==> src/inc/spc_defs.vh <==
// Constants for the synthesizer configuration and test pin block
`ifndef SPC_DEFS_VH
`define SPC_DEFS_VH

// Register indices (word addresses on the plain port)
`define SPC_ADDR_W        4
`define SPC_A_CTRL        4'h0
`define SPC_A_MOD         4'h1
`define SPC_A_STAT        4'h2
`define SPC_A_LDCNT       4'h3

// Control word fields (index 0)
`define SPC_B_XO          0
`define SPC_F_CPG_LO      1
`define SPC_F_CPG_HI      5
`define SPC_F_SEL_LO      6
`define SPC_F_SEL_HI      9
`define SPC_B_CPP         10
`define SPC_B_DBL         11
`define SPC_B_CPT         12

// Modulator word fields (index 1)
`define SPC_B_FDM         0
`define SPC_F_ORD_LO      1
`define SPC_F_ORD_HI      3
`define SPC_F_DITHER_STRENGTH_LO     4
`define SPC_F_DITHER_STRENGTH_HI     5

// Reset values
`define SPC_CTRL_RST      32'h0000_0000
`define SPC_MOD_RST       32'h0000_0037

// Test pin selector codes
`define SPC_SEL_HIZ       4'h0
`define SPC_SEL_HIGH      4'h1
`define SPC_SEL_LOW       4'h2
`define SPC_SEL_DLD_PP    4'h3
`define SPC_SEL_DLD_INV   4'h4
`define SPC_SEL_DLD_OD    4'h5
`define SPC_SEL_ALD_OD    4'h6
`define SPC_SEL_ALD_PP    4'h7
`define SPC_SEL_NDIV      4'h8
`define SPC_SEL_NDIV2     4'h9
`define SPC_SEL_RDIV      4'hA
`define SPC_SEL_RDIV2     4'hB
`define SPC_SEL_UP        4'hC
`define SPC_SEL_DN        4'hD

// Modulator order and dither codes
`define SPC_ORD_INT       3'h0
`define SPC_ORD_FIRST     3'h1
`define SPC_ORD_MAX       3'h4
`define SPC_DITHER_STRENGTH_OFF      2'h3

// Lock detect: consecutive in-window cycles needed
`define SPC_LOCK_CYCLES   3'h5
`define SPC_LOCK_CNT_W    3

// Fractional word masks
`define SPC_FRAC_W        22
`define SPC_FRAC_MASK10   22'h0003FF
`define SPC_FRAC_MASK22   22'h3FFFFF

`endif

==> src/hdl/spc_config_test_mux.v <==
// Configuration register bank, lock detect and test pin multiplexer
//
// Our own choices: the placing of the registers and the address-and-strobe port.
`include "spc_defs.vh"

module spc_config_test_mux #(
  parameter LOCK_CYCLES = `SPC_LOCK_CYCLES
) (
  input  wire        i_clk,
  input  wire        i_rst_n,
  input  wire [3:0]  i_addr,
  input  wire [31:0] i_wdata,
  input  wire        i_wr,
  input  wire        i_rd,
  output reg  [31:0] o_rdata,
  input  wire        i_pd_tick,
  input  wire        i_in_window,
  input  wire        i_analog_lock,
  input  wire        i_ndiv_pulse,
  input  wire        i_rdiv_pulse,
  input  wire        i_pd_up,
  input  wire        i_pd_dn,
  input  wire [21:0] i_frac_num,
  input  wire [21:0] i_frac_den,
  output reg         o_osc_amp_en,
  output reg  [5:0]  o_pump_steps,
  output reg         o_pump_positive,
  output reg         o_pump_high_z,
  output reg         o_ref_double,
  output reg         o_rdiv_bypass,
  output reg  [21:0] o_frac_num,
  output reg  [21:0] o_frac_den,
  output reg         o_mod_enable,
  output reg  [2:0]  o_mod_order,
  output reg         o_mod_illegal,
  output reg         o_analog_comp_en,
  output reg         o_dither_en,
  output reg  [1:0]  o_dither_level,
  output reg         o_wide_n_count,
  output reg         o_lock,
  output reg         o_pin_out,
  output reg         o_pin_oe
);

  // Reset release through two flops
  reg rst_s1_reg;
  reg rst_reg;
  always @(posedge i_clk or negedge i_rst_n) begin
    if (!i_rst_n) begin
      rst_s1_reg <= 1'b0;
      rst_reg    <= 1'b0;
    end else begin
      rst_s1_reg <= 1'b1;
      rst_reg    <= rst_s1_reg;
    end
  end
  wire rst_n = rst_reg;

  // Word 0: [0] crystal amp, [5:1] pump gain, [9:6] pin select,
  //         [10] pump polarity, [11] doubler, [12] pump float
  // Word 1: [0] extended fraction, [3:1] order, [5:4] dither
  // Word 2 is read-only status, word 3 the read-only lock counter
  // Field registers; a whole word lands in one edge, so no half update
  reg [31:0] ctrl_reg;
  reg [31:0] mod_reg;
  always @(posedge i_clk or negedge rst_n) begin
    if (!rst_n) begin
      ctrl_reg <= `SPC_CTRL_RST;
      mod_reg  <= `SPC_MOD_RST;
    end else if (i_wr) begin
      if (i_addr == `SPC_A_CTRL)
        ctrl_reg <= i_wdata;
      if (i_addr == `SPC_A_MOD)
        mod_reg <= i_wdata;
    end
  end

  wire [4:0] cpg_f  = ctrl_reg[`SPC_F_CPG_HI:`SPC_F_CPG_LO];
  wire [3:0] sel_f  = ctrl_reg[`SPC_F_SEL_HI:`SPC_F_SEL_LO];
  wire [2:0] ord_f  = mod_reg[`SPC_F_ORD_HI:`SPC_F_ORD_LO];
  wire [1:0] dither_strength_f = mod_reg[`SPC_F_DITHER_STRENGTH_HI:`SPC_F_DITHER_STRENGTH_LO];

  // Applies the 10-bit or 22-bit fractional mask
  function [21:0] frac_sel;
    input [21:0] v;
    input        wide;
    begin
      frac_sel = v & (wide ? `SPC_FRAC_MASK22 : `SPC_FRAC_MASK10);
    end
  endfunction

  // Orders above the fourth are illegal and act as integer mode
  function ord_legal;
    input [2:0] o;
    begin
      ord_legal = (o <= `SPC_ORD_MAX);
    end
  endfunction

  // Only second to fourth order carry compensation and dither
  function ord_shaped;
    input [2:0] o;
    begin
      ord_shaped = (o > `SPC_ORD_FIRST) && (o <= `SPC_ORD_MAX);
    end
  endfunction

  // Rising edge of a synchronised level against its delayed copy
  function edge_up;
    input cur;
    input prev;
    begin
      edge_up = cur & ~prev;
    end
  endfunction

  // Decoded analog and modulator controls, all from flops
  always @(posedge i_clk or negedge rst_n) begin
    if (!rst_n) begin
      o_osc_amp_en     <= 1'b0;
      o_pump_steps     <= 6'h01;
      o_pump_positive  <= 1'b0;
      o_pump_high_z    <= 1'b0;
      o_ref_double     <= 1'b0;
      o_rdiv_bypass    <= 1'b0;
      o_frac_num       <= 22'h000000;
      o_frac_den       <= 22'h000000;
      o_mod_enable     <= 1'b0;
      o_mod_order      <= 3'h0;
      o_mod_illegal    <= 1'b0;
      o_analog_comp_en <= 1'b0;
      o_dither_en      <= 1'b0;
      o_dither_level   <= 2'h0;
      o_wide_n_count   <= 1'b1;
    end else begin
      o_osc_amp_en    <= ctrl_reg[`SPC_B_XO];
      o_pump_steps    <= {1'b0, cpg_f} + 6'h01;
      o_pump_positive <= ctrl_reg[`SPC_B_CPP];
      o_pump_high_z   <= ctrl_reg[`SPC_B_CPT];
      o_ref_double    <= ctrl_reg[`SPC_B_DBL];
      o_rdiv_bypass   <= ctrl_reg[`SPC_B_DBL];
      o_frac_num <= frac_sel(i_frac_num, mod_reg[`SPC_B_FDM]);
      o_frac_den <= frac_sel(i_frac_den, mod_reg[`SPC_B_FDM]);
      // Illegal orders fall back to integer mode rather than run wild
      o_mod_illegal  <= !ord_legal(ord_f);
      o_mod_enable   <= (ord_f != `SPC_ORD_INT) &&
                        ord_legal(ord_f);
      o_mod_order    <= ord_legal(ord_f) ? ord_f : `SPC_ORD_INT;
      o_wide_n_count <= (ord_f == `SPC_ORD_INT) ||
                        !ord_legal(ord_f);
      o_analog_comp_en <= ord_shaped(ord_f);
      // Dither never reaches a first order or integer loop
      o_dither_en <= (dither_strength_f != `SPC_DITHER_STRENGTH_OFF) &&
                     ord_shaped(ord_f);
      o_dither_level <= dither_strength_f;
    end
  end

  // Synchronise the pin-side inputs
  reg [6:0] in_s1_reg;
  reg [6:0] in_s2_reg;
  always @(posedge i_clk or negedge rst_n) begin
    if (!rst_n) begin
      in_s1_reg <= 7'h00;
      in_s2_reg <= 7'h00;
    end else begin
      in_s1_reg <= {i_pd_tick, i_in_window, i_analog_lock, i_ndiv_pulse,
                    i_rdiv_pulse, i_pd_up, i_pd_dn};
      in_s2_reg <= in_s1_reg;
    end
  end
  wire pd_tick_s = in_s2_reg[6];
  wire in_win_s  = in_s2_reg[5];
  wire ald_s     = in_s2_reg[4];
  wire ndiv_s    = in_s2_reg[3];
  wire rdiv_s    = in_s2_reg[2];
  wire up_s      = in_s2_reg[1];
  wire dn_s      = in_s2_reg[0];

  // Edge detect on synchronised copies only
  reg tick_d_reg;
  reg ndiv_d_reg;
  reg rdiv_d_reg;
  always @(posedge i_clk or negedge rst_n) begin
    if (!rst_n) begin
      tick_d_reg <= 1'b0;
      ndiv_d_reg <= 1'b0;
      rdiv_d_reg <= 1'b0;
    end else begin
      tick_d_reg <= pd_tick_s;
      ndiv_d_reg <= ndiv_s;
      rdiv_d_reg <= rdiv_s;
    end
  end
  wire tick_rise = edge_up(pd_tick_s, tick_d_reg);

  // Lock counter: one count per phase detector cycle in window
  reg [`SPC_LOCK_CNT_W-1:0] lock_cnt_reg;
  always @(posedge i_clk or negedge rst_n) begin
    if (!rst_n) begin
      lock_cnt_reg <= {`SPC_LOCK_CNT_W{1'b0}};
      o_lock       <= 1'b0;
    end else if (tick_rise) begin
      if (!in_win_s) begin
        lock_cnt_reg <= {`SPC_LOCK_CNT_W{1'b0}};
        o_lock       <= 1'b0;
      end else if (lock_cnt_reg ==
                   LOCK_CYCLES[`SPC_LOCK_CNT_W-1:0] - 3'h1) begin
        o_lock <= 1'b1;
      end else begin
        lock_cnt_reg <= lock_cnt_reg + 3'h1;
      end
    end
  end

  // Halved diagnostics toggle once per source pulse for even duty
  reg ndiv_half_reg;
  reg rdiv_half_reg;
  always @(posedge i_clk or negedge rst_n) begin
    if (!rst_n) begin
      ndiv_half_reg <= 1'b0;
      rdiv_half_reg <= 1'b0;
    end else begin
      if (edge_up(ndiv_s, ndiv_d_reg))
        ndiv_half_reg <= ~ndiv_half_reg;
      if (edge_up(rdiv_s, rdiv_d_reg))
        rdiv_half_reg <= ~rdiv_half_reg;
    end
  end

  // Test pin multiplexer; open drain drives only the low level
  reg pin_nx;
  reg oe_nx;
  always @* begin
    pin_nx = 1'b0;
    oe_nx  = 1'b1;
    case (sel_f)
      `SPC_SEL_HIZ: begin
        pin_nx = 1'b0;
        oe_nx  = 1'b0;
      end
      `SPC_SEL_HIGH: begin
        pin_nx = 1'b1;
        oe_nx  = 1'b1;
      end
      `SPC_SEL_LOW: begin
        pin_nx = 1'b0;
        oe_nx  = 1'b1;
      end
      `SPC_SEL_DLD_PP: begin
        pin_nx = o_lock;
        oe_nx  = 1'b1;
      end
      `SPC_SEL_DLD_INV: begin
        pin_nx = ~o_lock;
        oe_nx  = 1'b1;
      end
      // Open drain pulls low while unlocked; the pull-up shows lock
      `SPC_SEL_DLD_OD: begin
        pin_nx = 1'b0;
        oe_nx  = ~o_lock;
      end
      `SPC_SEL_ALD_OD: begin
        pin_nx = 1'b0;
        oe_nx  = ~ald_s;
      end
      `SPC_SEL_ALD_PP: begin
        pin_nx = ald_s;
        oe_nx  = 1'b1;
      end
      `SPC_SEL_NDIV: begin
        pin_nx = ndiv_s;
        oe_nx  = 1'b1;
      end
      `SPC_SEL_NDIV2: begin
        pin_nx = ndiv_half_reg;
        oe_nx  = 1'b1;
      end
      `SPC_SEL_RDIV: begin
        pin_nx = rdiv_s;
        oe_nx  = 1'b1;
      end
      `SPC_SEL_RDIV2: begin
        pin_nx = rdiv_half_reg;
        oe_nx  = 1'b1;
      end
      `SPC_SEL_UP: begin
        pin_nx = up_s;
        oe_nx  = 1'b1;
      end
      `SPC_SEL_DN: begin
        pin_nx = dn_s;
        oe_nx  = 1'b1;
      end
      default: begin
        pin_nx = 1'b0;
        oe_nx  = 1'b0; // Reserved codes float the pin
      end
    endcase
  end

  // Register the pin so it never glitches on selector changes
  always @(posedge i_clk or negedge rst_n) begin
    if (!rst_n) begin
      o_pin_out <= 1'b0;
      o_pin_oe  <= 1'b0;
    end else begin
      o_pin_out <= pin_nx;
      o_pin_oe  <= oe_nx;
    end
  end

  // Read port: data in the cycle after the strobe, zero otherwise
  // Status bits: [0] lock, [1] pin level, [2] analog lock, [3] bad order
  always @(posedge i_clk or negedge rst_n) begin
    if (!rst_n) begin
      o_rdata <= 32'h0000_0000;
    end else if (i_rd) begin
      case (i_addr)
        `SPC_A_CTRL:  o_rdata <= ctrl_reg;
        `SPC_A_MOD:   o_rdata <= mod_reg;
        `SPC_A_STAT:  o_rdata <= {28'h0000000, o_mod_illegal, ald_s,
                                  o_pin_out, o_lock};
        `SPC_A_LDCNT: o_rdata <= {29'h0000000, lock_cnt_reg};
        default:      o_rdata <= 32'h0000_0000;
      endcase
    end else begin
      o_rdata <= 32'h0000_0000;
    end
  end

endmodule

==> config.mk <==
export PLATFORM = sky130hd
export DESIGN_NAME = spc_config_test_mux
export DESIGN_NICKNAME = d
export VERILOG_FILES = /design/src/hdl/spc_config_test_mux.v
export VERILOG_INCLUDE_DIRS = /design/src /design/src/inc
export SDC_FILE = /design/constraint.sdc
export NUM_CORES = 1
export LEC_CHECK = 0
export BUFFER_PORTS_ARGS = -buffer_cell sky130_fd_sc_hd__buf_2
export CAP_MARGIN = 20
export CELL_PAD_IN_SITES_DETAIL_PLACEMENT = 1
export CELL_PAD_IN_SITES_GLOBAL_PLACEMENT = 2
export CORE_UTILIZATION = 35
export CTS_CLUSTER_SIZE = 24
export DETAILED_ROUTE_END_ITERATION = 8
export MAX_ROUTING_LAYER = met4
export PLACE_DENSITY_LB_ADDON = 0.2
export SLEW_MARGIN = 10
export SYNTH_ARGS = -nofsm -noshare
export SYNTH_HDL_FRONTEND = slang
export SYNTH_SLANG_ARGS = --single-unit
==> constraint.sdc <==
create_clock -name i_clk -period 6.62 [get_ports i_clk]
set_input_delay 1.655 -clock i_clk [delete_from_list [all_inputs] [get_ports i_clk]]
set_output_delay 1.655 -clock i_clk [all_outputs]
set_load 0.01 [all_outputs]
# [Word level (Yosys, flattened, before mapping)]
# Index checks and enable logic that the tools add are counted.
[word_totals] register_bits=187 inputBits=91 out_inout_bits=100 word_cells=89
[op_classes] add_sub_neg=2 order_cmp=2 n_eq_ne=20 muxes=10 bitwise=12 n_reduce_logical=13
[op_table] op="one-hot mux 32 bit (4 select lines)" count=1
[op_table] op="AND 22 bit" count=2
[op_table] op="2-to-1 mux 32 bit" count=1
[op_table] op="== test 4 bit (second input constant)" count=6
[op_table] op="2-to-1 mux 22 bit" count=1
[op_table] op="== test 4 x 2 -> 1 bit (second input constant)" count=4
[op_table] op="== test 4 x 3 -> 1 bit (second input constant)" count=4
[op_table] op="OR reduction 11 bit" count=1
[op_table] op="one-hot mux 1 bit (10 select lines)" count=1
[op_table] op="2-to-1 mux 3 bit" count=3
[op_table] op="== test 4 x 1 -> 1 bit (second input constant)" count=2
[op_table] op="AND reduction 2 bit" count=4
[op_table] op="inverter 1 bit" count=7
[op_table] op="adder 5 x 1 -> 6 bit (second input constant)" count=1
[op_table] op="zero test 4 bit" count=1
[op_table] op="!= test 2 bit (second input constant)" count=2
[op_table] op="adder 3 x 1 -> 3 bit (second input constant)" count=1
[op_table] op="AND 1 bit" count=3
[op_table] op="== test 3 bit (second input constant)" count=1
[op_table] op="> comparator 3 x 1 -> 1 bit (second input constant)" count=1
[op_table] op="less-or-equal comparator 3 bit (second input constant)" count=1
[op_table] op="logical AND 1 bit" count=3
[op_table] op="zero test 3 bit" count=1
[op_table] op="one-hot mux 1 bit (3 select lines)" count=1
[op_table] op="5 further kinds" count=6

# [Depth between registers and ports, before layout]
# Gate-level depths: netlist of the first run.
[logic_depth] depth_word=3 mapped_depth=6 mapped_depth_nobuf=5

# [Worst setup path after synthesis of the first run]
# OpenSTA, ideal clock, no wires.
[synth_timing] kind="input to register" start="input i_addr[1]" end="register ctrl_reg[0]" setup_ps=125 arrival_time_ps=2574 t_required_ps=6495 path_slack_ps=3921 cell_stages=5 path_buffers=2 cell_sequence="buf_2 > nor2_1 > nand3_2 > buf_2 > mux2_2"
[synth_between] elab_chain_len=2
[synth_lines] element="from (decl)" line_no="spc_config_test_mux.v:11" text="input wire [3:0] i_addr,"
[synth_lines] element="zero test 4 bit (no source line)"
[synth_lines] element="AND reduction 2 bit (no source line)"
[synth_lines] element="to (signal assigned)" line_no="spc_config_test_mux.v:68" text="ctrl_reg <= `SPC_CTRL_RST;"
[synth_lines] element="to (signal assigned)" line_no="spc_config_test_mux.v:72" text="ctrl_reg <= i_wdata;"
[synth_lines] element="to (decl)" line_no="spc_config_test_mux.v:64" text="reg [31:0] ctrl_reg;"
# Every way passes these cells.
# A chain may end at the register's enable or synchronous reset.

# [Final worst setup path of the first run]
[layout_timing] start="input i_addr[3]" end="register ctrl_reg[29]"
# The elaborated chain is that of the path after synthesis.

==> impl_metrics.json, run 1 <==
{
  "clk_latency_ns": 0.43,
  "ys_types": 39,
  "grtUsageTotal_pct": 17.0,
  "synth_cells": 439,
  "clockBufferDepth": 2,
  "ys_ff_latch": 187,
  "path_cells": "buf_2 -> nor2_4 -> nand3_2 -> mux2_2",
  "dr.pass1.iters": 4,
  "min_path_type": "reg2async",
  "drcViolationCount": 0,
  "end_kind": "flip-flop",
  "cp_slowest_stage_delay_ns": 0.76,
  "yosysMostFrequentCell": "dfrtp_1",
  "switching_power_mw": 0.755,
  "arrival_ns": 3.37,
  "rr_worst_depth": 1,
  "drt_iter0_drc": 145,
  "yosys.area.top_type": "dfrtp_1",
  "cts.clk_slew.worst_paths_ns": 0.07,
  "cts_setup_buffers": 0,
  "intPower_mw": 2.02,
  "cts-buffers-inserted": 17,
  "cts_resized": 0,
  "p_per_area_nw_per_um2": 333,
  "switching_share_pct": 27.3,
  "nets": 726,
  "grt_overflow_total": 0,
  "routed_wl_mm": 14.9,
  "rrSetupSlack_ns": 4.90,
  "antenna_found_initial": 1,
  "required_ns": 6.92,
  "power_mw": 2.77,
  "r2r-end": "o_rdata[4]",
  "fin_crit_ns": 3.06,
  "grt_pass1_vias": 4781,
  "cts_hold_buffers": 0,
  "critPathSlowestCell": "nand3_2",
  "routed-via-count": 4122,
  "hold_viol": 0,
  "fin_worst_skew_ns": 0.00977,
  "port_buffers": 190,
  "grt_max_degree": 79,
  "ant_nets": 0,
  "power_frac_comb_pct": 12.8,
  "p_clk_share_pct": 35.1,
  "clock-sinks": 187,
  "seq_area_frac_synth_pct": 70.8,
  "cp-start-kind": "primary input",
  "avgSynthCellArea_um2": 15.1,
  "cts_htree_levels": 4,
  "syn_to_final_growth_pct": 25.7,
  "slew_headroom_pct": 36.2,
  "ios": 191,
  "tightest_slew_ns": 0.957,
  "ys_warn_count": 0,
  "instances_no_fill": 873,
  "die_h_um": 140,
  "vias_per_cell": 4.72,
  "ys_top_cells_by_area": "dfrtp_1 68%, mux2_2 6.5%, mux2_1 5.1%",
  "seqPwrFrac_pct": 52.0,
  "fmax_mhz": 327,
  "worstPathMaxFanout": 32,
  "die_area_um2": 19500,
  "power.leakage_nw": 4.10,
  "root_buffer": "clkbuf_16",
  "post-place-cells": 840,
  "setup_violations": 0,
  "final_util_pct": 45.6,
  "hpwl_mm": 10.0,
  "report.final.slew_viol_count": 0,
  "core_area_um2": 18300,
  "wire_per_inst_um": 17.0,
  "drive_gt1_share_pct": 43.9,
  "start_util_pct": 36.3,
  "syn_area_um2": 6620,
  "r2r_start": "rst_n",
  "peakVddDrop_v": 0.000170,
  "status": "finished clean",
  "synth_edf_count": 0,
  "fin_crit_sh_pct": 46.2,
  "synthFlopType": "dfrtp_1",
  "synth_top_cells_by_count": "180 x dfrtp_1, 38 x mux2_2, 37 x nor2_1",
  "die_x_um": 140,
  "gp_congestion": 0.732,
  "setup.worst_path.class": "in2reg",
  "cap_violations": 0,
  "synth_top_area_share_pct": 68.0,
  "cts_tree": "yes",
  "finalSetupTns_ns": 0,
  "row_count": 49,
  "rsz0062_at_grt": "no",
  "synthArstFlopShare_pct": 100,
  "syn_nets": 535,
  "grt_pass1_wl_mm": 24.5
}
metal layers:
| metal | wire [um] | vias to the layer above | track usage (%) |
|---|---|---|---|
| met5 | 0 | - | - |
| met4 | 219 | 0 | 6.94 |
| met3 | 843 | 13 | 4.06 |
| met2 | 7160 | 149 | 27.2 |
| met1 | 6630 | 2072 | 20.9 |
| li1 | - | 1888 | - |
per-stage QoR:
step,setup slack [ns],area (um^2),hold WS [ns]
after global placement,3.10,7760,0.334
after floorplan,1.04,6620,0.331
after global routing,3.42,8330,0.360
final,3.56,8330,0.333
after CTS,3.52,8330,0.354
after detailed placement,3.06,7760,0.337
cells in the final DEF (no fill, tap or decap), drive strengths merged, types with 7 or more instances in the layout:
cell type / instances
a21oi: 7
a22oi: 28
and2: 24
buf: 195
clkbuf: 18
dfrtp: 180
dfstp: 7
inv: 15
mux2: 68
nand2: 7
nor2: 38
cells by family after synthesis:
kind of cell / count (synthesis) / synth area share, %
buffers and inverters: 30 / 2.49
AOI/OAI and AO/OA: 49 / 5.12
xor gates and xnor gates: 5 / 0.661
and+or+nand+nor: 92 / 7.90
adders and majority gates: 5 / 0.944
DFF: 187 / 70.8
other: 1 / 0.0566
muxes: 70 / 12.1
worst max path at each step:
stage,cells after the start,start,to
2_1_floorplan,0,rst_n,ctrl_reg[0]
3_3_place_gp,4,i_addr[3],ctrl_reg[22]
3_5_place_dp,4,i_addr[3],ctrl_reg[0]
4_1_cts,4,i_addr[3],ctrl_reg[29]
5_1_grt,4,i_addr[3],ctrl_reg[29]
6_report,4,i_addr[3],ctrl_reg[29]
power by group through the flow:
stage          clock network [mW]  registers, mW  logic, mW
4_1_cts                      1.01           1.45      0.364
3_3_place_gp                    0           1.46      0.349
3_5_place_dp                    0           1.47      0.362
6_report                    0.974           1.44      0.355
2_1_floorplan                   0           1.47      0.185
5_1_grt                      1.05           1.47      0.394
critical path, delay by kind of cell:
| kind | cells | cell delay, ns |
|---|---|---|
| buffers and inverters | 1 | 0.15 |
| and+or+nand+nor | 2 | 0.98 |
| muxes | 1 | 0.58 |
final cells by class:
cell class / count / area [um^2]
diodes: 1 / 2.50
clock buffers: 18 / 439
clock inverters: 14 / 124
fillers: 1913 / 9940
inverters: 7 / 26.3
multi-input cells: 222 / 1770
flip-flops and latches: 187 / 4690
well taps: 229 / 287
repair buffers: 195 / 988
(Power assumes the default switching activity.)
==> run 2: changes to the inputs <==
==> constraint.sdc (replaced) <==
create_clock -name i_clk -period 2.95 [get_ports i_clk]
set_input_delay 0.7375 -clock i_clk [delete_from_list [all_inputs] [get_ports i_clk]]
set_output_delay 0.7375 -clock i_clk [all_outputs]
set_load 0.01 [all_outputs]
==> run 2 against run 1 <==
Compared with the run above:
- hold slack lost 0.25 ns
- sequential power grew 120%
- clock power grew 130%
- largest power group unchanged
- highest routed layer unchanged
==> impl_metrics.json, run 2 (synthesis gave the netlist of run 1 again) <==
{
  "grt_max_degree": 103,
  "rr_worst_depth": 4,
  "worstPathMaxFanout": 6,
  "die_h_um": 140,
  "cap_violations": 0,
  "required_ns": 2.21,
  "top_usage_layer": "met2",
  "layout_commonest_cell": "buf_2",
  "cts_hold_buffers": 0,
  "root_buffer": "clkbuf_16",
  "setup.worst_path.class": "reg2out",
  "start_util_pct": 36.3,
  "cts.clk_slew.worst_paths_ns": 0.07,
  "rrSetupSlack_ns": 1.48,
  "ios": 191,
  "routed-via-count": 4124,
  "drive_gt1_share_pct": 44.2,
  "drt_iter0_drc": 128,
  "arrival_ns": 1.07,
  "final_util_pct": 46.0,
  "syn_to_final_growth_pct": 26.8,
  "use_met3_pct": 5.16,
  "row_count": 49,
  "hold_viol": 0,
  "peakVddDrop_v": 0.000418,
  "cp_slowest_stage_delay_ns": 0.47,
  "setup_violations": 0,
  "fin_crit_ns": 1.81,
  "status": "finished clean",
  "cts_tree": "yes",
  "r2r_start": "ctrl_reg[6]",
  "finalSetupTns_ns": 0,
  "gp_congestion": 0.741,
  "cp-start-kind": "flip-flop",
  "routed_wl_mm": 15.0,
  "cts-buffers-inserted": 17,
  "post_dp_cell_area_um2": 7810,
  "slew_headroom_pct": 53.0,
  "final_area_um2": 8400,
  "drcViolationCount": 0,
  "report.final.slew_viol_count": 0,
  "fin_crit_sh_pct": 61.3,
  "dr.pass1.iters": 4,
  "core_area_um2": 18300,
  "ant_nets": 0,
  "grt_pass1_vias": 4589,
  "grtUsageTotal_pct": 17.1,
  "critPathSlowestCell": "dfrtp_1",
  "power_mw": 6.28,
  "cts_resized": 0,
  "wire_per_inst_um": 17.0,
  "power.leakage_nw": 4.14,
  "grt_use_met1_pct": 21.5,
  "most-common-layout-cells": "190 x buf_2, 179 x dfrtp_1, 38 x mux2_2",
  "r2r-end": "o_pin_out",
  "die_x_um": 140,
  "hpwl_mm": 10.5,
  "gr-usage-met2_pct": 26.7,
  "clockBufferDepth": 2,
  "path_cells": "buf_2",
  "p_per_area_nw_per_um2": 747,
  "nets": 730,
  "antenna_found_initial": 1,
  "min_path_type": "in2async",
  "clk_latency_ns": 0.43,
  "grt_overflow_total": 0,
  "fmax_mhz": 553,
  "end_kind": "output pin",
  "grt_pass1_wl_mm": 24.6,
  "die_area_um2": 19500,
  "cts_htree_levels": 4,
  "rsz0062_at_grt": "no",
  "whs_ns": 0.0856,
  "port_buffers": 190,
  "crit_family": "flip-flops",
  "clock-sinks": 187,
  "vias_per_cell": 4.70,
  "tightest_slew_ns": 0.705,
  "fin_worst_skew_ns": 0.00654,
  "cts_setup_buffers": 0,
  "path_buf_inv": 1
}
[run 2: area by class of cell]
class / count / area (um^2)
diodes: 2 / 5.00
clock buffers: 18 / 439
clock inverters: 14 / 150
fillers: 1921 / 9870
inverters: 7 / 26.3
multi-input cells: 222 / 1770
flip-flops and latches: 187 / 4690
well taps: 229 / 287
repair buffers: 199 / 1030
[run 2: metrics by stage]
| step | setup slack (ns) | cells |
|---|---|---|
| final | 1.14 | 878 |
| after CTS | 1.10 | 876 |
| after floorplan | 1.04 | 439 |
| after detailed placement | 0.733 | 844 |
| after global routing | 1.06 | 877 |
| after global placement | 0.786 | 844 |
[run 2: how the worst max path moves through the flow]
stage	start	to	slack [ns]	cells past startpoint
after CTS	o_lock	o_lock	1.10	1
after detailed placement	i_addr[1]	o_rdata[2]	0.73	5
after global placement	i_addr[1]	o_rdata[2]	0.79	5
after floorplan	rst_n	ctrl_reg[0]	1.04	0
final	o_lock	o_lock	1.14	1
after global routing	o_lock	o_lock	1.06	1
[run 2: where the power goes]
| part | total (mW) | internal [mW] | leakage, nW | switching (mW) |
|---|---|---|---|---|
| combinational | 0.806 | 0.415 | 1.51 | 0.391 |
| sequential | 3.24 | 2.98 | 2.34 | 0.261 |
| clock | 2.24 | 1.16 | 0.291 | 1.08 |
[run 2: layer usage]
layer,part of all wire [%],wire length (um),up-vias
met2,47,7050,158
met1,46,6830,2057
met4,0.98,146,0
met3,6.2,931,11
met5,0,0,-
li1,-,-,1898
==> run 3: changes to the inputs <==
--- a/config.mk
+++ b/config.mk
@@ -10,7 +10,7 @@
 export CAP_MARGIN = 20
 export CELL_PAD_IN_SITES_DETAIL_PLACEMENT = 1
 export CELL_PAD_IN_SITES_GLOBAL_PLACEMENT = 2
-export CORE_UTILIZATION = 35
+export CORE_UTILIZATION = 31
 export CTS_CLUSTER_SIZE = 24
 export DETAILED_ROUTE_END_ITERATION = 8
 export MAX_ROUTING_LAYER = met4
==> constraint.sdc (replaced) <==
create_clock -name i_clk -period 1.49 [get_ports i_clk]
set_input_delay 0.3725 -clock i_clk [delete_from_list [all_inputs] [get_ports i_clk]]
set_output_delay 0.3725 -clock i_clk [all_outputs]
set_load 0.01 [all_outputs]
==> run 3 against run 2 <==
Compared with the run above:
- total power is 110% higher
- via count is 1.7% higher
- worst setup slack lost 1.1 ns
==> impl_metrics.json, run 3 (synthesis gave the netlist of run 1 again) <==
{
  "status": "finished clean",
  "routed_wl_mm": 15.5,
  "grt_pass1_vias": 4727,
  "final_area_um2": 8780,
  "grt_overflow_total": 0,
  "die_h_um": 148,
  "peakVddDrop_v": 0.000855,
  "grtUsageTotal_pct": 15.6,
  "syn_to_final_growth_pct": 32.5,
  "ios": 191,
  "clk_latency_ns": 0.42,
  "ant_nets": 0,
  "dr.pass1.iters": 6,
  "cp_slowest_stage_delay_ns": 0.52,
  "n_fill_cell": 2237,
  "cts-buffers-inserted": 17,
  "arrival_ns": 1.06,
  "most-common-layout-cells": "189 x buf_2, 179 x dfrtp_1, 38 x mux2_2",
  "fmax_mhz": 697,
  "core_area_um2": 21000,
  "clockBufferDepth": 2,
  "vias_per_cell": 4.44,
  "port_buffers": 190,
  "cap_violations": 0,
  "end_kind": "output pin",
  "die_x_um": 148,
  "nets": 750,
  "hold_viol": 0,
  "p_per_area_nw_per_um2": 1490,
  "instances_no_fill": 944,
  "required_ns": 1.12,
  "grt_max_degree": 57,
  "post_dp_cell_area_um2": 8080,
  "drcViolationCount": 0,
  "wire_per_inst_um": 16.4,
  "root_buffer": "clkbuf_16",
  "hpwl_mm": 11.0,
  "cts_tree": "yes",
  "finalSetupTns_ns": 0,
  "path_cells": "buf_2",
  "path_buf_inv": 1,
  "min_path_type": "in2reg",
  "die_area_um2": 22000,
  "cts.clk_slew.worst_paths_ns": 0.07,
  "layout_commonest_cell": "buf_2",
  "worstPathMaxFanout": 1,
  "gp_congestion": 0.771,
  "fin_crit_ns": 1.43,
  "start_util_pct": 31.6,
  "rsz0062_at_grt": "no",
  "row_count": 53,
  "crit_family": "flip-flops",
  "report.final.slew_viol_count": 0,
  "drive_gt1_share_pct": 45.4,
  "antenna_found_initial": 1,
  "drt_iter0_drc": 179,
  "post-place-cells": 907,
  "grt_pass1_wl_mm": 25.0,
  "cts_htree_levels": 4,
  "routed-via-count": 4196,
  "critPathSlowestCell": "dfstp_2",
  "clock-sinks": 187,
  "power.leakage_nw": 4.31,
  "setup_violations": 0,
  "setup.worst_path.class": "reg2out",
  "fin_crit_sh_pct": 96.2,
  "fin_worst_skew_ns": 0.00693,
  "cp-start-kind": "flip-flop"
}
-- run 3: cell count changes in the layout (fill, tap and decap cells not counted), sizes merged --
cell,change
clkinv,-3
bufinv,+5
dlygate4sd3,+1
clkinvlp,+1
inv,-5
buf,+19
clkbuf,+2
-- run 3: per-layer routing --
metal	wire length (um)	part of all wire, %	GRT usage, %
met5	0	0	-
met4	148	0.95	4.48
met3	1090	7.0	5.34
met2	7540	49	24.4
met1	6750	43	19.2
-- run 3: stage by stage --
| step | hold WS [ns] | power [mW] | setup WS, ns | util (%) |
|---|---|---|---|---|
| detailed placement | 0.161 | 8.24 | -0.0857 | 38.6 |
| global placement | 0.160 | 8.14 | -0.0473 | 38.6 |
| global route | 0.0144 | 13.8 | 0.00650 | 41.9 |
| CTS | 0.0243 | 13.3 | 0.0136 | 41.8 |
| floorplan | 0.0769 | 7.36 | -0.424 | - |
| finish | 0.0492 | 13.1 | 0.0559 | 41.9 |
-- run 3: layout make-up --
type	count	area [um^2]	area share, %
flip-flops and latches	187	4690	53.5
multi-input cells	222	1770	20.2
repair buffers	219	1280	14.6
clock buffers	20	447	5.09
well taps	275	344	3.92
clock inverters	12	211	2.41
inverters	7	26.3	0.299
diodes	2	5.00	0.0570
-- run 3: path summary, 6_finish.rpt --
kind / end / depth (start not counted) / slack (ns) / startpoint
worst max-delay path: o_wide_n_count / 1 / 0.06 / o_wide_n_count
max in group asynchronous: ctrl_reg[11] / 1 / 0.67 / rst_n
worst max register to register: o_pin_out / 4 / 0.10 / ctrl_reg[6]
worst min register to register: mod_reg[27] / 0 / 0.22 / rst_n
min in group asynchronous: mod_reg[27] / 0 / 0.22 / rst_n
worst min-delay path: o_frac_num[8] / 1 / 0.05 / i_frac_num[8]
-- run 3: timing repair --
| action | in CTS | in global routing |
|---|---|---|
| pin swaps | 0 | 0 |
| hold endpoints to repair | 2 | 0 |
| setup endpoints to repair | 1 | 1 |
| hold buffers | 1 | 0 |
| buffers inserted | 0 | 2 |
| gates resized for setup | 1 | 1 |
-- run 3: power breakdown --
group / internal [mW] / total (mW) / switching, mW / leakage [nW]
Combinational: 0.914 / 1.74 / 0.823 / 1.65
Sequential: 5.89 / 6.38 / 0.484 / 2.34
Clock: 3.06 / 5.00 / 1.95 / 0.319
